### src/opd_decode_map.svh
// Opcode values, field positions and reset values of the opcode decoder
`ifndef OPD_DECODE_MAP_SVH
`define OPD_DECODE_MAP_SVH

// ============================================================
// Field positions inside an opcode byte
`define OPD_X_HI 7
`define OPD_X_LO 6
`define OPD_Y_HI 5
`define OPD_Y_LO 3
`define OPD_Z_HI 2
`define OPD_Z_LO 0

// ============================================================
// Base page opcodes with a decode of their own
`define OPD_OP_NOP 8'h00
`define OPD_OP_HALT 8'h76
`define OPD_OP_COPY_HH 8'h64
`define OPD_OP_PFX_BIT 8'hcb
`define OPD_OP_PFX_IX 8'hdd
`define OPD_OP_PFX_EXT 8'hed
`define OPD_OP_PFX_IY 8'hfd

// ============================================================
// Operand and row codes
`define OPD_R_MEM_HL 3'h6
`define OPD_CB_UNSUP_ROW 3'h6
`define OPD_RST_STEP_LSB 3'h0

// ============================================================
// Reset values of the decoded outputs
`define OPD_RST_FIELD 3'h0
`define OPD_RST_PAIR 2'h0
`define OPD_RST_VEC 8'h00
`define OPD_RST_IMM 2'h0

`endif

### src/opd_pkg.sv
// Types shared by the opcode decoder files
package opd_pkg;

    // ============================================================
    // Operation classes handed to the execution units
    typedef enum logic [5:0] {
        C_NOP = 6'b000000, C_HALT = 6'b000001, C_LD_R_R = 6'b000010,
        C_LD_R_N = 6'b000011, C_LD_RP_NN = 6'b000100,
        C_INC_RP = 6'b000101, C_DEC_RP = 6'b000110,
        C_ADD_HL_RP = 6'b000111, C_INC_R = 6'b001000,
        C_DEC_R = 6'b001001, C_LD_IND = 6'b001010,
        C_ALU_R = 6'b001011, C_ALU_N = 6'b001100,
        C_ROT_ACC = 6'b001101, C_ACC_MISC = 6'b001110,
        C_DEC_B_BRANCH = 6'b001111, C_JR = 6'b010000,
        C_JR_CC = 6'b010001, C_JP = 6'b010010, C_JP_CC = 6'b010011,
        C_JP_HL = 6'b010100, C_CALL = 6'b010101,
        C_CALL_CC = 6'b010110, C_RET = 6'b010111,
        C_RET_CC = 6'b011000, C_RESTART = 6'b011001,
        C_POP = 6'b011010, C_PUSH = 6'b011011,
        C_SWAP_ACC_FLAGS = 6'b011100, C_SWAP_BANKS = 6'b011101,
        C_SWAP_DE_HL = 6'b011110, C_SWAP_SP_HL = 6'b011111,
        C_COPY_HL_SP = 6'b100000, C_PORT_OUT = 6'b100001,
        C_PORT_IN = 6'b100010, C_INT_DISABLE = 6'b100011,
        C_INT_ENABLE = 6'b100100, C_PREFIX = 6'b100101,
        C_SHIFT_ROT = 6'b100110, C_BIT_TEST = 6'b100111,
        C_BIT_NOP = 6'b101000, C_BIT_OTHER = 6'b101001,
        C_RESERVED = 6'b101010, C_FOREIGN = 6'b101011
    } opd_class_e;

    // ============================================================
    // Opcode page that the next byte belongs to
    typedef enum logic [1:0] {
        PG_BASE = 2'b00,
        PG_BIT = 2'b01,
        PG_OTHER = 2'b10
    } opd_page_e;

endpackage : opd_pkg

### src/opd_prefix_sense.sv
// Recognises the four prefix bytes of the base page
`timescale 1ns/1ps
`default_nettype none
`include "opd_decode_map.svh"

module opd_prefix_sense (
    input wire logic [7:0] op_i, // Opcode byte
    output logic is_bit_o, // Bit-operation page prefix
    output logic is_ix_o, // First index page prefix
    output logic is_ext_o, // Extended page prefix
    output logic is_iy_o // Second index page prefix
);

    // ============================================================
    // Plain compares; the caller decides which page is live
    assign is_bit_o = (op_i == `OPD_OP_PFX_BIT);
    assign is_ix_o = (op_i == `OPD_OP_PFX_IX);
    assign is_ext_o = (op_i == `OPD_OP_PFX_EXT);
    assign is_iy_o = (op_i == `OPD_OP_PFX_IY);

endmodule : opd_prefix_sense
`default_nettype wire

### src/opd_bit_page.sv
// Decoder for the rotate, shift and bit-test page
`timescale 1ns/1ps
`default_nettype none
`include "opd_decode_map.svh"

module opd_bit_page (
    input wire logic [7:0] op_i, // Byte after the bit prefix
    output opd_pkg::opd_class_e class_o, // Operation class
    output logic [2:0] sub_o, // Shift kind or bit number
    output logic [2:0] reg_o // Operand register, 6 is memory
);

    logic [1:0] x; // Row group
    logic [2:0] y; // Middle field

    assign x = op_i[`OPD_X_HI:`OPD_X_LO];
    assign y = op_i[`OPD_Y_HI:`OPD_Y_LO];
    assign reg_o = op_i[`OPD_Z_HI:`OPD_Z_LO];
    assign sub_o = y;

    // ============================================================
    // Row group picks the class; clear and set rows are passed on
    always_comb begin
        unique case (x)
            2'b00: begin
                // Row 30h-37h has no shift behind it
                if (y == `OPD_CB_UNSUP_ROW) begin
                    class_o = opd_pkg::C_BIT_NOP;
                end else begin
                    class_o = opd_pkg::C_SHIFT_ROT;
                end
            end
            2'b01: class_o = opd_pkg::C_BIT_TEST;
            2'b10, 2'b11: class_o = opd_pkg::C_BIT_OTHER;
        endcase
    end

endmodule : opd_bit_page
`default_nettype wire

### src/opd_decoder.sv
// Opcode decoder for the base page and the bit-operation page
`timescale 1ns/1ps
`default_nettype none
`include "opd_decode_map.svh"

// Behaviour
// - Non-prefix base bytes decode; 00h does nothing
// - CBh selects bit page, DDh defers like EDh
// - EDh and FDh defer to next byte
// - 40h-7Fh copy register except 76h halt, y destination, z source
// - Debug variant reserves 64h
// - 80h-9Fh add, adc, sub, sbc by eights
// - A0h-A7h AND, B0h-B7h OR
// - A8h-AFh XOR, B8h-BFh compare
// - Column 6 of C0h-FFh: immediate ALU
// - Conditional return, jump, call by condition
// - Restart vector is y times eight
// - Pops and pushes of BC, DE, HL, AF
// - F3h/FBh interrupts, E3h swaps HL, stack
// - D3h port write, DBh port read
// - D9h banks, 08h AF, EBh, C9h return
// - Decrement-branch, relative jumps, conditional relatives
// - Pair immediate loads, increments, decrements
// - Add pair into HL, jump HL, SP
// - Accumulator rotates and four flag/adjust ops
// - Bit page rows: rotates and shifts
// - Bit page 30h-37h unsupported
// - Bit page 40h-7Fh: bit tests
module opd_decoder #(
    parameter int OPCODE_W = 8, // Opcode byte width
    parameter bit DEBUG_VARIANT = 1'b0 // Debug build reserves 64h
) (
    input wire logic clk_sys_i, // System clock, 100 MHz
    input wire logic rstn_i, // Asynchronous reset, active low
    input wire logic op_valid_i, // Fetch offers an opcode byte
    input wire logic [OPCODE_W-1:0] op_byte_i, // Opcode byte
    output logic dec_valid_o, // Decoded fields valid, one cycle
    output opd_pkg::opd_class_e op_class_o, // Operation class
    output logic [2:0] sub_op_o, // ALU, rotate or misc kind
    output logic [2:0] dst_sel_o, // Destination register code
    output logic [2:0] src_sel_o, // Source register code
    output logic [1:0] pair_sel_o, // Register pair code
    output logic [2:0] cond_o, // Branch condition code
    output logic [7:0] rst_vec_o, // Restart vector
    output logic [2:0] bit_num_o, // Bit number on bit page
    output logic [1:0] imm_bytes_o, // Operand bytes that follow
    output logic pfx_bit_o, // Bit page prefix seen
    output logic pfx_ix_o, // First index prefix seen
    output logic pfx_ext_o, // Extended prefix seen
    output logic pfx_iy_o // Second index prefix seen
);

    // ============================================================
    // Elaboration check
    if (OPCODE_W != 8) begin : g_bad_width
        $error("opd_decoder serves 8-bit opcodes only");
    end

    // ============================================================
    // Declarations
    opd_pkg::opd_page_e page; // Page of the next byte
    opd_pkg::opd_page_e next_page; // Page after this byte
    opd_pkg::opd_class_e next_class; // Class from the live page
    opd_pkg::opd_class_e base_class; // Base page class
    opd_pkg::opd_class_e bit_class; // Bit page class
    logic [2:0] bit_sub; // Bit page middle field
    logic [2:0] bit_reg; // Bit page operand
    logic [2:0] next_sub; // Sub-operation
    logic [2:0] next_dst; // Destination
    logic [2:0] next_src; // Source
    logic [1:0] next_pair; // Pair
    logic [2:0] next_cond; // Condition
    logic [7:0] next_vec; // Restart vector
    logic [2:0] next_bit; // Bit number
    logic [1:0] next_imm; // Immediate byte count
    logic is_bit; // Prefix compares
    logic is_ix;
    logic is_ext;
    logic is_iy;
    logic in_base; // Byte taken on the base page
    logic [1:0] x; // Opcode fields
    logic [2:0] y;
    logic [2:0] z;
    logic [1:0] p;
    logic q;

    assign x = op_byte_i[`OPD_X_HI:`OPD_X_LO];
    assign y = op_byte_i[`OPD_Y_HI:`OPD_Y_LO];
    assign z = op_byte_i[`OPD_Z_HI:`OPD_Z_LO];
    assign p = y[2:1];
    assign q = y[0];
    assign in_base = op_valid_i && (page == opd_pkg::PG_BASE);

    // ============================================================
    // Leaf decoders
    opd_prefix_sense u_prefix (
        .op_i(op_byte_i),
        .is_bit_o(is_bit),
        .is_ix_o(is_ix),
        .is_ext_o(is_ext),
        .is_iy_o(is_iy)
    );

    opd_bit_page u_bit_page (
        .op_i(op_byte_i),
        .class_o(bit_class),
        .sub_o(bit_sub),
        .reg_o(bit_reg)
    );

    // ============================================================
    // Base page decode; the regular x/y/z fields carry operands,
    // so the misprinted 85h and 8Dh rows fall out as register L
    always_comb begin
        base_class = opd_pkg::C_NOP;
        next_sub = y; // ALU op in rows 80h-BFh
        next_dst = y;
        next_src = z; // Operand field
        next_pair = p;
        next_cond = y; // Eight conditions by y
        next_vec = {2'b00, y, `OPD_RST_STEP_LSB};
        next_imm = 2'd0;
        unique case (x)
            2'b00: begin
                unique case (z)
                    3'd0: begin
                        // Relative branches take one offset byte
                        unique case (y)
                            3'd0: base_class = opd_pkg::C_NOP;
                            3'd1: base_class = opd_pkg::C_SWAP_ACC_FLAGS;
                            3'd2: base_class = opd_pkg::C_DEC_B_BRANCH;
                            3'd3: base_class = opd_pkg::C_JR;
                            default: base_class = opd_pkg::C_JR_CC;
                        endcase
                        next_cond = {1'b0, y[1:0]};
                        next_imm = (y > 3'd1) ? 2'd1 : 2'd0;
                    end
                    3'd1: begin
                        // Pair load or add into HL
                        base_class = q ? opd_pkg::C_ADD_HL_RP
                                       : opd_pkg::C_LD_RP_NN;
                        next_imm = q ? 2'd0 : 2'd2;
                    end
                    3'd2: begin
                        // Indirect accumulator and HL moves
                        base_class = opd_pkg::C_LD_IND;
                        next_imm = p[1] ? 2'd2 : 2'd0;
                    end
                    3'd3: base_class = q ? opd_pkg::C_DEC_RP
                                         : opd_pkg::C_INC_RP;
                    3'd4: base_class = opd_pkg::C_INC_R;
                    3'd5: base_class = opd_pkg::C_DEC_R;
                    3'd6: begin
                        base_class = opd_pkg::C_LD_R_N;
                        next_imm = 2'd1;
                    end
                    3'd7: begin
                        // Rotates in y 0-3, adjust and flags in 4-7
                        base_class = y[2] ? opd_pkg::C_ACC_MISC
                                          : opd_pkg::C_ROT_ACC;
                    end
                endcase
            end
            2'b01: begin
                // Register copies, with two carve-outs
                if (op_byte_i == `OPD_OP_HALT) begin
                    base_class = opd_pkg::C_HALT;
                end else if (DEBUG_VARIANT &&
                             op_byte_i == `OPD_OP_COPY_HH) begin
                    base_class = opd_pkg::C_RESERVED;
                end else begin
                    base_class = opd_pkg::C_LD_R_R;
                end
            end
            2'b10: base_class = opd_pkg::C_ALU_R;
            2'b11: begin
                unique case (z)
                    3'd0: base_class = opd_pkg::C_RET_CC;
                    3'd1: begin
                        // Pair code 3 means AF here, not SP
                        if (!q) begin
                            base_class = opd_pkg::C_POP;
                        end else begin
                            unique case (p)
                                2'd0: base_class = opd_pkg::C_RET;
                                2'd1: base_class = opd_pkg::C_SWAP_BANKS;
                                2'd2: base_class = opd_pkg::C_JP_HL;
                                2'd3: base_class = opd_pkg::C_COPY_HL_SP;
                            endcase
                        end
                    end
                    3'd2: begin
                        base_class = opd_pkg::C_JP_CC;
                        next_imm = 2'd2;
                    end
                    3'd3: begin
                        unique case (y)
                            3'd0: begin
                                base_class = opd_pkg::C_JP;
                                next_imm = 2'd2;
                            end
                            3'd1: base_class = opd_pkg::C_PREFIX;
                            3'd2: begin
                                base_class = opd_pkg::C_PORT_OUT;
                                next_imm = 2'd1;
                            end
                            3'd3: begin
                                base_class = opd_pkg::C_PORT_IN;
                                next_imm = 2'd1;
                            end
                            3'd4: base_class = opd_pkg::C_SWAP_SP_HL;
                            3'd5: base_class = opd_pkg::C_SWAP_DE_HL;
                            3'd6: base_class = opd_pkg::C_INT_DISABLE;
                            3'd7: base_class = opd_pkg::C_INT_ENABLE;
                        endcase
                    end
                    3'd4: begin
                        base_class = opd_pkg::C_CALL_CC;
                        next_imm = 2'd2;
                    end
                    3'd5: begin
                        if (!q) begin
                            base_class = opd_pkg::C_PUSH;
                        end else if (p == 2'd0) begin
                            base_class = opd_pkg::C_CALL;
                            next_imm = 2'd2;
                        end else begin
                            base_class = opd_pkg::C_PREFIX;
                        end
                    end
                    3'd6: begin
                        base_class = opd_pkg::C_ALU_N;
                        next_imm = 2'd1;
                    end
                    3'd7: base_class = opd_pkg::C_RESTART;
                endcase
            end
        endcase
    end

    // ============================================================
    // Pick the live page; bytes after index or extended prefixes
    // belong to decoders elsewhere and are only flagged foreign
    always_comb begin
        unique case (page)
            opd_pkg::PG_BIT: next_class = bit_class;
            opd_pkg::PG_OTHER: next_class = opd_pkg::C_FOREIGN;
            default: next_class = base_class;
        endcase
    end

    always_comb begin
        next_page = page;
        if (op_valid_i) begin
            if (page != opd_pkg::PG_BASE) begin
                next_page = opd_pkg::PG_BASE;
            end else if (is_bit) begin
                next_page = opd_pkg::PG_BIT;
            end else if (is_ix || is_ext || is_iy) begin
                next_page = opd_pkg::PG_OTHER;
            end
        end
    end

    // ============================================================
    // Page register; an illegal code falls back to the base page
    always_ff @(posedge clk_sys_i or negedge rstn_i) begin
        if (!rstn_i) begin
            page <= opd_pkg::PG_BASE;
        end else begin
            page <= next_page;
        end
    end

    // ============================================================
    // Valid strobe, one cycle after the byte is offered
    always_ff @(posedge clk_sys_i or negedge rstn_i) begin
        if (!rstn_i) begin
            dec_valid_o <= 1'b0;
        end else begin
            dec_valid_o <= op_valid_i;
        end
    end

    // ============================================================
    // Decoded fields; held between bytes so units can sample late
    always_ff @(posedge clk_sys_i or negedge rstn_i) begin
        if (!rstn_i) begin
            op_class_o <= opd_pkg::C_NOP;
            sub_op_o <= `OPD_RST_FIELD;
            dst_sel_o <= `OPD_RST_FIELD;
            src_sel_o <= `OPD_RST_FIELD;
            pair_sel_o <= `OPD_RST_PAIR;
            cond_o <= `OPD_RST_FIELD;
            rst_vec_o <= `OPD_RST_VEC;
            bit_num_o <= `OPD_RST_FIELD;
            imm_bytes_o <= `OPD_RST_IMM;
        end else if (op_valid_i) begin
            op_class_o <= next_class;
            bit_num_o <= bit_sub;
            if (page == opd_pkg::PG_BIT) begin
                // Shift or test acts in place on one operand
                sub_op_o <= bit_sub;
                dst_sel_o <= bit_reg;
                src_sel_o <= bit_reg;
                imm_bytes_o <= 2'd0;
            end else begin
                sub_op_o <= next_sub;
                dst_sel_o <= next_dst;
                src_sel_o <= next_src;
                imm_bytes_o <= (page == opd_pkg::PG_BASE) ? next_imm
                                                          : 2'd0;
            end
            pair_sel_o <= next_pair;
            cond_o <= next_cond;
            rst_vec_o <= next_vec;
        end
    end

    // ============================================================
    // Prefix flags; a pulse with the class of the prefix byte
    always_ff @(posedge clk_sys_i or negedge rstn_i) begin
        if (!rstn_i) begin
            pfx_bit_o <= 1'b0;
            pfx_ix_o <= 1'b0;
            pfx_ext_o <= 1'b0;
            pfx_iy_o <= 1'b0;
        end else begin
            pfx_bit_o <= in_base && is_bit;
            pfx_ix_o <= in_base && is_ix;
            pfx_ext_o <= in_base && is_ext;
            pfx_iy_o <= in_base && is_iy;
        end
    end
endmodule : opd_decoder
`default_nettype wire

### config.mk
export PLATFORM = sky130hd
export DESIGN_NAME = opd_decoder
export DESIGN_NICKNAME = d
export VERILOG_FILES = /design/src/opd_pkg.sv /design/src/opd_prefix_sense.sv /design/src/opd_bit_page.sv /design/src/opd_decoder.sv
export VERILOG_INCLUDE_DIRS = /design/src /design/src/src
export SDC_FILE = /design/constraint.sdc
export NUM_CORES = 1
export LEC_CHECK = 0
export ABC_AREA = 1
export BUFFER_PORTS_ARGS = -buffer_cell sky130_fd_sc_hd__clkbuf_2
export CAP_MARGIN = 30
export CORE_ASPECT_RATIO = 1.75
export CORE_UTILIZATION = 55
export CTS_CLUSTER_SIZE = 12
export DETAILED_ROUTE_END_ITERATION = 7
export PLACE_DENSITY = 0.83
export SLEW_MARGIN = 20
export SYNTH_ARGS = -nofsm -noshare
export SYNTH_HDL_FRONTEND = slang
export SYNTH_SLANG_ARGS = --single-unit
### constraint.sdc
create_clock -name clk_sys_i -period 3.8 [get_ports clk_sys_i]
set_clock_uncertainty 0.15 [all_clocks]
set_input_delay 0.38 -clock clk_sys_i [delete_from_list [all_inputs] [get_ports clk_sys_i]]
set_output_delay 0.38 -clock clk_sys_i [all_outputs]
set_load 0.03 [all_outputs]
# Word level (Yosys, flattened, before mapping)
# Cells that the tools add are included.
dict set report totals {
  regBits 29
  input_bits 11
  out_inout_bits 38
  wordCells 92
}
dict set report classes {
  n_lt_le_gt_ge 1
  n_eq_ne 27
  mux 33
  reduce_logical 18
}
# cell count
set op_table {}
lappend op_table {{$pmux W6 S8} 3}
lappend op_table {{$pmux W6 S4} 2}
lappend op_table {{$eq A8 B8 Y1 const B} 4}
lappend op_table {{$mux W2} 13}
lappend op_table {{$eq A3 B3 Y1 const B} 8}
lappend op_table {{$pmux W5 S4} 1}
lappend op_table {{$mux W6} 3}
lappend op_table {{$pmux W6 S3} 1}
lappend op_table {{$pmux W2 S4} 2}
lappend op_table {{$eq A3 B2 Y1 const B} 4}
lappend op_table {{$pmux W6 S2} 1}
lappend op_table {{$eq A2 B2 Y1 const B} 5}
lappend op_table {{$mux W3} 3}
lappend op_table {{$eq A8 B7 Y1 const B} 1}
lappend op_table {{$pmux W2 S2} 2}
lappend op_table {{$eq A2 B1 Y1 const B} 3}
lappend op_table {{$eq A3 B1 Y1 const B} 2}
lappend op_table {{$logic_not A2 Y1} 3}
lappend op_table {{$logic_not A3 Y1} 2}
lappend op_table {{$reduce_or A2 Y1} 3}
lappend op_table {{$logic_and A1 B1 Y1} 5}
lappend op_table {{$mux W4} 1}
lappend op_table {{$gt A3 B1 Y1 const B} 1}
lappend op_table {{$reduce_bool A3 Y1} 1}
lappend op_table {{other kinds (4)} 5}

# Depth between registers and ports, before layout
# Gate-level depths: netlist of the first run.
dict set report logic_depth {
  depth_word 7
  mapped_depth 13
}

# Hierarchy
# A second synthesis of the first run with hierarchy kept.
dict set report hier_totals {
  cells_unflattened 318
  area_unflattened_um2 2272.2
}
# mod n_inst cells_each area_each_um2 seq_area_each_um2
set modules_own_cells {}
lappend modules_own_cells {opd_decoder 1 272 2059.5 775.7}
lappend modules_own_cells {opd_bit_page 1 19 111.4 0.0}
lappend modules_own_cells {opd_prefix_sense 1 27 101.3 0.0}

# Worst setup path before layout of the first run
# No wires, ideal clock.
dict set report synth_timing {
  path_type {input to register}
  startpoint {input port op_byte_i[6]}
  endpoint {register op_class_o[3]}
  t_arrival_ns 1.321
  slack_ns 2.213
  stages 10
  n_path_buf 1
  cell_sequence {inv_1 -> ha_1 -> buf_2 -> inv_1 -> nor2_1 -> nand3_1 -> nand3_1 -> o21bai_1 -> nand2_1 -> nand2_1}
}
dict set report synth_via {
  elab_chain_cells 4
  elab_cells_between_ends 8
  cone_classes {3 x eq/ne; 3 x mux; 2 x reduce/logical}
}
# element line
set synth_rtl {}
lappend synth_rtl {{from (decl)} opd_decoder.sv:36} ;# input wire logic [OPCODE_W-1:0] op_byte_i,
lappend synth_rtl {{$eq A2 B2 Y1} {opd_bit_page.sv:24, opd_decoder.sv:123}}
lappend synth_rtl {{$reduce_or A2 Y1} opd_bit_page.sv:24} ;# unique case (x)
lappend synth_rtl {{$pmux W6 S3} opd_bit_page.sv:24}
lappend synth_rtl {{$pmux W6 S2 (*)} opd_decoder.sv:245} ;# unique case (page)
lappend synth_rtl {{to (signal assigned)} opd_decoder.sv:289} ;# op_class_o <= opd_pkg::C_NOP;
lappend synth_rtl {{to (signal assigned)} opd_decoder.sv:299} ;# op_class_o <= next_class;
lappend synth_rtl {{to (decl)} opd_decoder.sv:38} ;# output opd_pkg::opd_class_e op_class_o,
# Every way passes the cells marked *; elsewhere a longest branch is shown, timed or not. The select of a mux whose other input is x is not followed.
# A chain may end at the register's enable or synchronous reset.

# Worst setup path in the final report of the first run
# Ends and elaborated chain as after synthesis.

==> impl_metrics.yaml, run 1 <==
run_status:
  status: "completed"
timing:
  rsz0062_at_grt: "false"
  slew_headroom: 0.508
  min_period_ps: 1720
  fmax_ghz: 0.582
  finalCritPeriodShare: 0.452
  fin_tns_setup_ps: 0
  finalHoldViolations: 0
  tightest_slew_ps: 734
  whs_ps: 211
  finalSetupViolations: 0
  drv_slew: 0
layout:
  register_area_sq_um: 626
  syn_to_final_growth_pct: 9.90
  instances_no_fill: 329
  multiInputGateArea_sq_um: 918
  nNetsFinal: 305
  fin_area_sq_um: 1970
  antennaDiodeCount: 0
  drive_above_1_share: 0.210
  fill_cells: 309
worst_setup_path:
  arrival_ps: 1790
  path_buf_inv: 3
  cp_slowest_cell: "ha_1"
  start_kind: "input pin"
  cp_top_family: "simple AND/OR/NAND/NOR gates"
  cp_slowest_stage_delay_ps: 340
  cp_max_fo: 9
  critPathLaunch: "op_byte_i[6]"
  end_kind: "register"
  required_ps: 3870
  path_class: "input pin to register"
  crit_chain: "clkbuf_2 > inv_1 > ha_1 > inv_1 > nor2_1 > nand3_1 > nand3_1 > o21bai_1 > nand2_1 > nand2_1"
  regToRegStartpoint: "page[1]$_DFFE_PN0P_"
clock_network:
  clk_latency_ps: 270
  post_cts_buffers: 0
  cts_inserted_buffers: 3
  clockBufferDepth: 2
  path_clk_slew_ps: 90
  postCtsResizedCells: 0
  cts_root_buffer: "clkbuf_8"
  htreeDepth: 1
  ctsHoldBuffers: 1
  cts_tree: "yes"
  clkSinkCount: 25
floorplan:
  die_y_microns: 77.6
  start_util: 0.571
  die_w_microns: 45.2
  ios: 49
  dieArea_sq_um: 3510
  fp.coreArea_sq_um: 3140
  rows: 27
min_path:
  hp-start: "op_valid_i"
  hold_class: "input pin to register"
run:
  maxCapViolCount: 0
placed_design:
  placed_cell_area_sq_um: 1910
  place_congestion: 1.03
  io_buffers: 43
  place.detailed.hpwl_microns: 3770
  dp.cells: 324
route:
  vias: 1822
  drt_iter0_drc: 54
  wl_microns: 4940
  viasPerCell: 5.54
  drc: 0
  antenna_left: 0
  wire_per_inst_microns: 15.0
  firstDrtPassIters: 4
yosys:
  ys_seq_area_frac: 0.348
  yosys_warnings: 0
  synth-seq-cells: 25
  netlist_area_sq_um: 1800
  synth_cells: 258
  yosysUniqueCellTypes: 27
  syn_avg_cell_area_sq_um: 6.96
power:
  pwr-share-comb: 0.419
  switching_power_w: 0.000380
  swShare: 0.438
  clockPowerShare: 0.192
  ir_drop_uv: 368
  pwr-share-seq: 0.389
  power_density_nw_per_um2: 440
  p_leak_nw: 1.05
  intPower_w: 0.000487
global_routing:
  antenna_found_initial: 0
  overflow: 0
  grt_pass1_wl_microns: 8110
  grt_util_all_layers: 0.313
  grt_max_degree: 29
  grt_pass1_vias: 1810
[worst reg2reg max path: stages, from the launching register on]
cell and delay [ps]:
dfrtp_1 410, inv_1 80, ha_1 380, inv_1 110
nor2_1 180, a21oi_1 100, nand2_1 100, nand2_1 50
[cells in the mapped netlist (all sizes together)]
cell type	count	share of area
o21bai	1	0.0042
o21ai	27	0.075
nand2	72	0.16
nor3	6	0.022
o221ai	1	0.0049
dfrtp	25	0.35
clkinv	1	0.0021
a22o	1	0.0049
buf	21	0.086
conb	1	0.0021
a21oi	12	0.036
o22ai	3	0.010
nor2	27	0.065
nand4	5	0.017
clkbuf	3	0.0063
o2111ai	1	0.0049
ha	7	0.049
nand3	18	0.050
inv	26	0.054
[per-layer routing]
| metal | vias to the layer above | wire length, microns | GRT usage |
|---|---|---|---|
| met5 | - | 0 | 0 |
| met4 | 0 | 319 | 0.221 |
| met3 | 25 | 222 | 0.0372 |
| met2 | 88 | 2600 | 0.541 |
| met1 | 839 | 1790 | 0.325 |
| li1 | 870 | - | - |
[layout by cell type, fill, tap and decap left out, drive strengths merged, types with 3 or more instances in the layout]
cell / Yosys / layout
nand4: 5 / 5
dfrtp: 25 / 25
ha: 7 / 7
nand2: 72 / 72
o22ai: 3 / 3
a21oi: 12 / 12
conb: 1 / 5
o21ai: 27 / 27
nor2: 27 / 27
nand3: 18 / 18
clkbuf: 3 / 46
nor3: 6 / 6
inv: 26 / 26
[registers in the layout, summed over array words and instances (netlist names)]
name,cells
op_class_o,6
dst_sel_o,3
src_sel_o,3
cond_o,2
imm_bytes_o,2
page,2
pair_sel_o,2
dec_valid_o,1
pfx_bit_o,1
pfx_ext_o,1
pfx_ix_o,1
pfx_iy_o,1
[through the flow]
step / worst slack, ps / util / total power (W)
after floorplan: 2210 / - / 0.000617
after detailed placement: 1820 / 0.609 / 0.000703
final: 2080 / 0.628 / 0.000867
after global placement: 1820 / 0.609 / 0.000700
after CTS: 2090 / 0.628 / 0.000867
after global routing: 1880 / 0.628 / 0.000923
[final cells by class]
| type | instances | share of cell area |
|---|---|---|
| repair buffers | 44 | 0.114 |
| inverters | 27 | 0.0514 |
| well taps | 43 | 0.0273 |
| clock buffers | 3 | 0.0209 |
| clock inverters | 1 | 0.00380 |
| flip-flops and latches | 25 | 0.317 |
| multi-input cells | 186 | 0.465 |
[final timing paths]
path	to	slack [ps]	cells after the start
worst max-delay path	op_class_o[3]$_DFFE_PN0P_	2080	10
worst min-delay path	dec_valid_o$_DFF_PN0_	210	1
worst max register to register	op_class_o[3]$_DFFE_PN0P_	2160	7
worst min register to register	src_sel_o[0]$_DFFE_PN0P_	340	2
max in group asynchronous	imm_bytes_o[0]$_DFFE_PN0P_	2600	2
min in group asynchronous	dec_valid_o$_DFF_PN0_	500	2
[kinds of logic after synthesis]
family          after synthesis  share of synthesized area
flops                        25                      0.348
buf+inv                      51                      0.148
other cells                   1                    0.00209
fa+ha+maj                     7                     0.0488
simple gates                128                      0.312
compound gates               46                      0.140
[power by group through the flow]
stage                     Combinational [W]  Sequential, W  Clock [W]
final                              0.000364       0.000338   0.000166
after global routing               0.000401       0.000342   0.000180
after CTS                          0.000364       0.000337   0.000165
after detailed placement           0.000360       0.000343          0
after global placement             0.000358       0.000342          0
after floorplan                    0.000201       0.000416          0
Note: power is estimated with default switching activity, not from simulation.
==> inputs of run 2 (changes only) <==
--- a/config.mk
+++ b/config.mk
@@ -6,14 +6,14 @@
 export SDC_FILE = /design/constraint.sdc
 export NUM_CORES = 1
 export LEC_CHECK = 0
-export ABC_AREA = 1
+export ABC_AREA = 0
 export BUFFER_PORTS_ARGS = -buffer_cell sky130_fd_sc_hd__clkbuf_2
 export CAP_MARGIN = 30
 export CORE_ASPECT_RATIO = 1.75
-export CORE_UTILIZATION = 55
+export CORE_UTILIZATION = 53
 export CTS_CLUSTER_SIZE = 12
 export DETAILED_ROUTE_END_ITERATION = 7
-export PLACE_DENSITY = 0.83
+export PLACE_DENSITY = 0.8
 export SLEW_MARGIN = 20
 export SYNTH_ARGS = -nofsm -noshare
 export SYNTH_HDL_FRONTEND = slang
==> constraint.sdc (replaced) <==
create_clock -name clk_sys_i -period 1.6 [get_ports clk_sys_i]
set_clock_uncertainty 0.15 [all_clocks]
set_input_delay 0.16 -clock clk_sys_i [delete_from_list [all_inputs] [get_ports clk_sys_i]]
set_output_delay 0.16 -clock clk_sys_i [all_outputs]
set_load 0.03 [all_outputs]
==> run 2 against run 1 <==
Against the previous run:
- sequential power is 130% higher
- largest cell class unchanged
- routed wire length is 0.69% lower
- count of clock-buffer cells in the layout stayed put
- worst hold slack worse by 68 ps
- first-iteration DRC count is 31% lower
- via count is 0.93% lower
- largest power group unchanged
- combinational power is 140% higher
- die area is 8.1% higher
- area after synthesis is 4.5% higher
- setup slack worse by 2000 ps
==> impl_metrics.yaml, run 2 <==
worst_setup_path:
  cp_top_family: "compound AO/OA/AOI/OAI gates"
  crit_chain: "inv_1 > ha_2 > o211a_1 > o22ai_1 > a31oi_1"
  cp_slowest_cell: "dfrtp_1"
  cp_max_fo: 7
  regToRegStartpoint: "page[1]$_DFFE_PN0P_"
  start_kind: "register"
  path_class: "register to register"
  reg2reg_setup_slack_ps: 50
  end_kind: "register"
  cp_slowest_stage_delay_ps: 400
  regToRegEndpoint: "op_class_o[1]$_DFFE_PN0P_"
  ff2ff_path_depth: 5
  required_ps: 1620
  arrival_ps: 1580
  path_buf_inv: 1
clock_network:
  htreeDepth: 1
  cts_tree: "yes"
  clk_latency_ps: 260
  cts_root_buffer: "clkbuf_8"
  cts_inserted_buffers: 3
  clockBufferDepth: 2
  clkSinkCount: 25
  path_clk_slew_ps: 80
timing:
  finalHoldViolations: 0
  min_period_ps: 1550
  finalSetupViolations: 0
  rsz0062_at_grt: "true"
  finalCritPeriodShare: 0.970
  fmax_ghz: 0.644
  fin_tns_setup_ps: 0
  drv_slew: 0
  slew_headroom: 0.602
  tightest_slew_ps: 596
power:
  power_w: 0.00199
  ir_drop_uv: 463
  switching_power_w: 0.000763
  intPower_w: 0.00122
  power_density_nw_per_um2: 821
  p_leak_nw: 1.16
  swShare: 0.384
  pwr-share-comb: 0.434
  clockPowerShare: 0.183
  pwr-share-seq: 0.384
yosys:
  syn_avg_cell_area_sq_um: 8.76
  yosys_warnings: 0
  synth_edf_count: 0
  synth.largest_area_cell: "dfrtp_1"
  yosysUniqueCellTypes: 54
  async_flop_share: 1.00
  synth.area.top_cells: "dfrtp_1 (33%), buf_4 (7.2%), ha_1 (4.7%)"
  yosys-top-cells-count: "dfrtp_1 (25), buf_4 (18), nor2_1 (18)"
  netlist_area_sq_um: 1880
  yosys.area.top_type_share: 0.334
  ys.flop_type: "dfrtp_1"
  synth_cells: 214
  synth-seq-cells: 25
  synth.most_common_cell: "dfrtp_1"
  ys_seq_area_frac: 0.334
route:
  vias: 1805
  antenna_left: 0
  firstDrtPassIters: 5
  wl_microns: 4910
  drt_iter0_drc: 37
  viasPerCell: 5.50
  wire_per_inst_microns: 15.0
  drc: 0
run_status:
  status: "completed"
layout:
  syn_to_final_growth_pct: 28.9
  antennaDiodeCount: 0
  layout.cells.most_common: "buf_4"
  largest_reg_flops: 6
  instances_no_fill: 328
  nNetsFinal: 302
  drive_above_1_share: 0.424
  top_register: "op_class_o"
  reg_top3: "op_class_o x6, dst_sel_o x3, src_sel_o x3"
  layout_common_cells: "buf_4 (48), clkbuf_2 (43), dfrtp_1 (25)"
floorplan:
  die_w_microns: 47.0
  rows: 28
  dieArea_sq_um: 3790
  die_y_microns: 80.7
  ios: 49
  fp.coreArea_sq_um: 3360
  start_util: 0.558
min_path:
  hp-start: "op_valid_i"
  min_to: "dec_valid_o$_DFF_PN0_"
  hold_path_depth: 2
  hold_class: "input pin to register"
global_routing:
  grt_pass1_vias: 1744
  antenna_found_initial: 0
  grt_util_all_layers: 0.288
  grt_pass1_wl_microns: 7940
  overflow: 0
  grt_max_degree: 26
placed_design:
  dp.cells: 322
  place_congestion: 0.991
  io_buffers: 43
  place.detailed.hpwl_microns: 3890
run:
  maxCapViolCount: 0
## run 2: how the worst max path moves through the flow
| stage | cells past startpoint | end | from | slack (ps) |
|---|---|---|---|---|
| after global placement | 8 | op_class_o[2]$_DFFE_PN0P_ | op_byte_i[6] | -20 |
| final | 5 | op_class_o[1]$_DFFE_PN0P_ | page[1]$_DFFE_PN0P_ | 50 |
| after floorplan | 6 | op_class_o[0]$_DFFE_PN0P_ | page[0]$_DFFE_PN0P_ | 100 |
| after global routing | 5 | op_class_o[1]$_DFFE_PN0P_ | page[1]$_DFFE_PN0P_ | -60 |
| after detailed placement | 8 | op_class_o[2]$_DFFE_PN0P_ | op_byte_i[6] | -70 |
| after CTS | 5 | op_class_o[1]$_DFFE_PN0P_ | page[1]$_DFFE_PN0P_ | 20 |
## run 2: cell type report
| type | instances | area [sq um] |
|---|---|---|
| clock buffers | 3 | 41.3 |
| clock inverters | 1 | 5.00 |
| fillers | 293 | 946 |
| inverters | 9 | 33.8 |
| multi-input cells | 152 | 1050 |
| flip-flops and latches | 25 | 626 |
| well taps | 45 | 56.3 |
| repair buffers | 93 | 606 |
## run 2: power groups by stage
stage,Sequential [W],Clock (W),Combinational [W]
6_report,0.000762,0.000363,0.000861
3_5_place_dp,0.000774,0,0.000822
4_1_cts,0.000761,0.000368,0.000836
2_1_floorplan,0.000902,0,0.000413
5_1_grt,0.000771,0.000394,0.000938
3_3_place_gp,0.000771,0,0.000812
## run 2: stage by stage
step	hold slack [ps]	worst slack [ps]	cell area [sq um]	utilization
CTS	138	17.7	2390	0.711
global route	143	-62.6	2420	0.719
floorplan	-286	96.7	1890	-
global placement	32.9	-18.7	2320	0.689
detailed placement	41.8	-67.0	2320	0.689
finish	143	47.5	2420	0.719
## run 2: routing by layer
layer,global-route usage,up-vias,part of all wire
li1,-,880,-
met1,0.331,842,0.39
met2,0.492,65,0.53
met3,0.0202,18,0.029
met4,0.166,0,0.049
met5,0,-,0
## run 2: cells by family after synthesis
| group | synth area share |
|---|---|
| mux | 0.0514 |
| compound gates | 0.221 |
| simple gates | 0.204 |
| buf+inv | 0.135 |
| other cells | 0.00200 |
| flops | 0.334 |
| fa+ha+maj | 0.0527 |
## run 2: what timing repair did
item | in CTS | in global routing
hold buffers | 1 | 0
setup buffers | 1 | 0
endpoints found under the hold margin | 25 | 0
endpoints found under the setup margin | 4 | 8
pin swaps | 1 | 1
gates resized for setup | 3 | 5
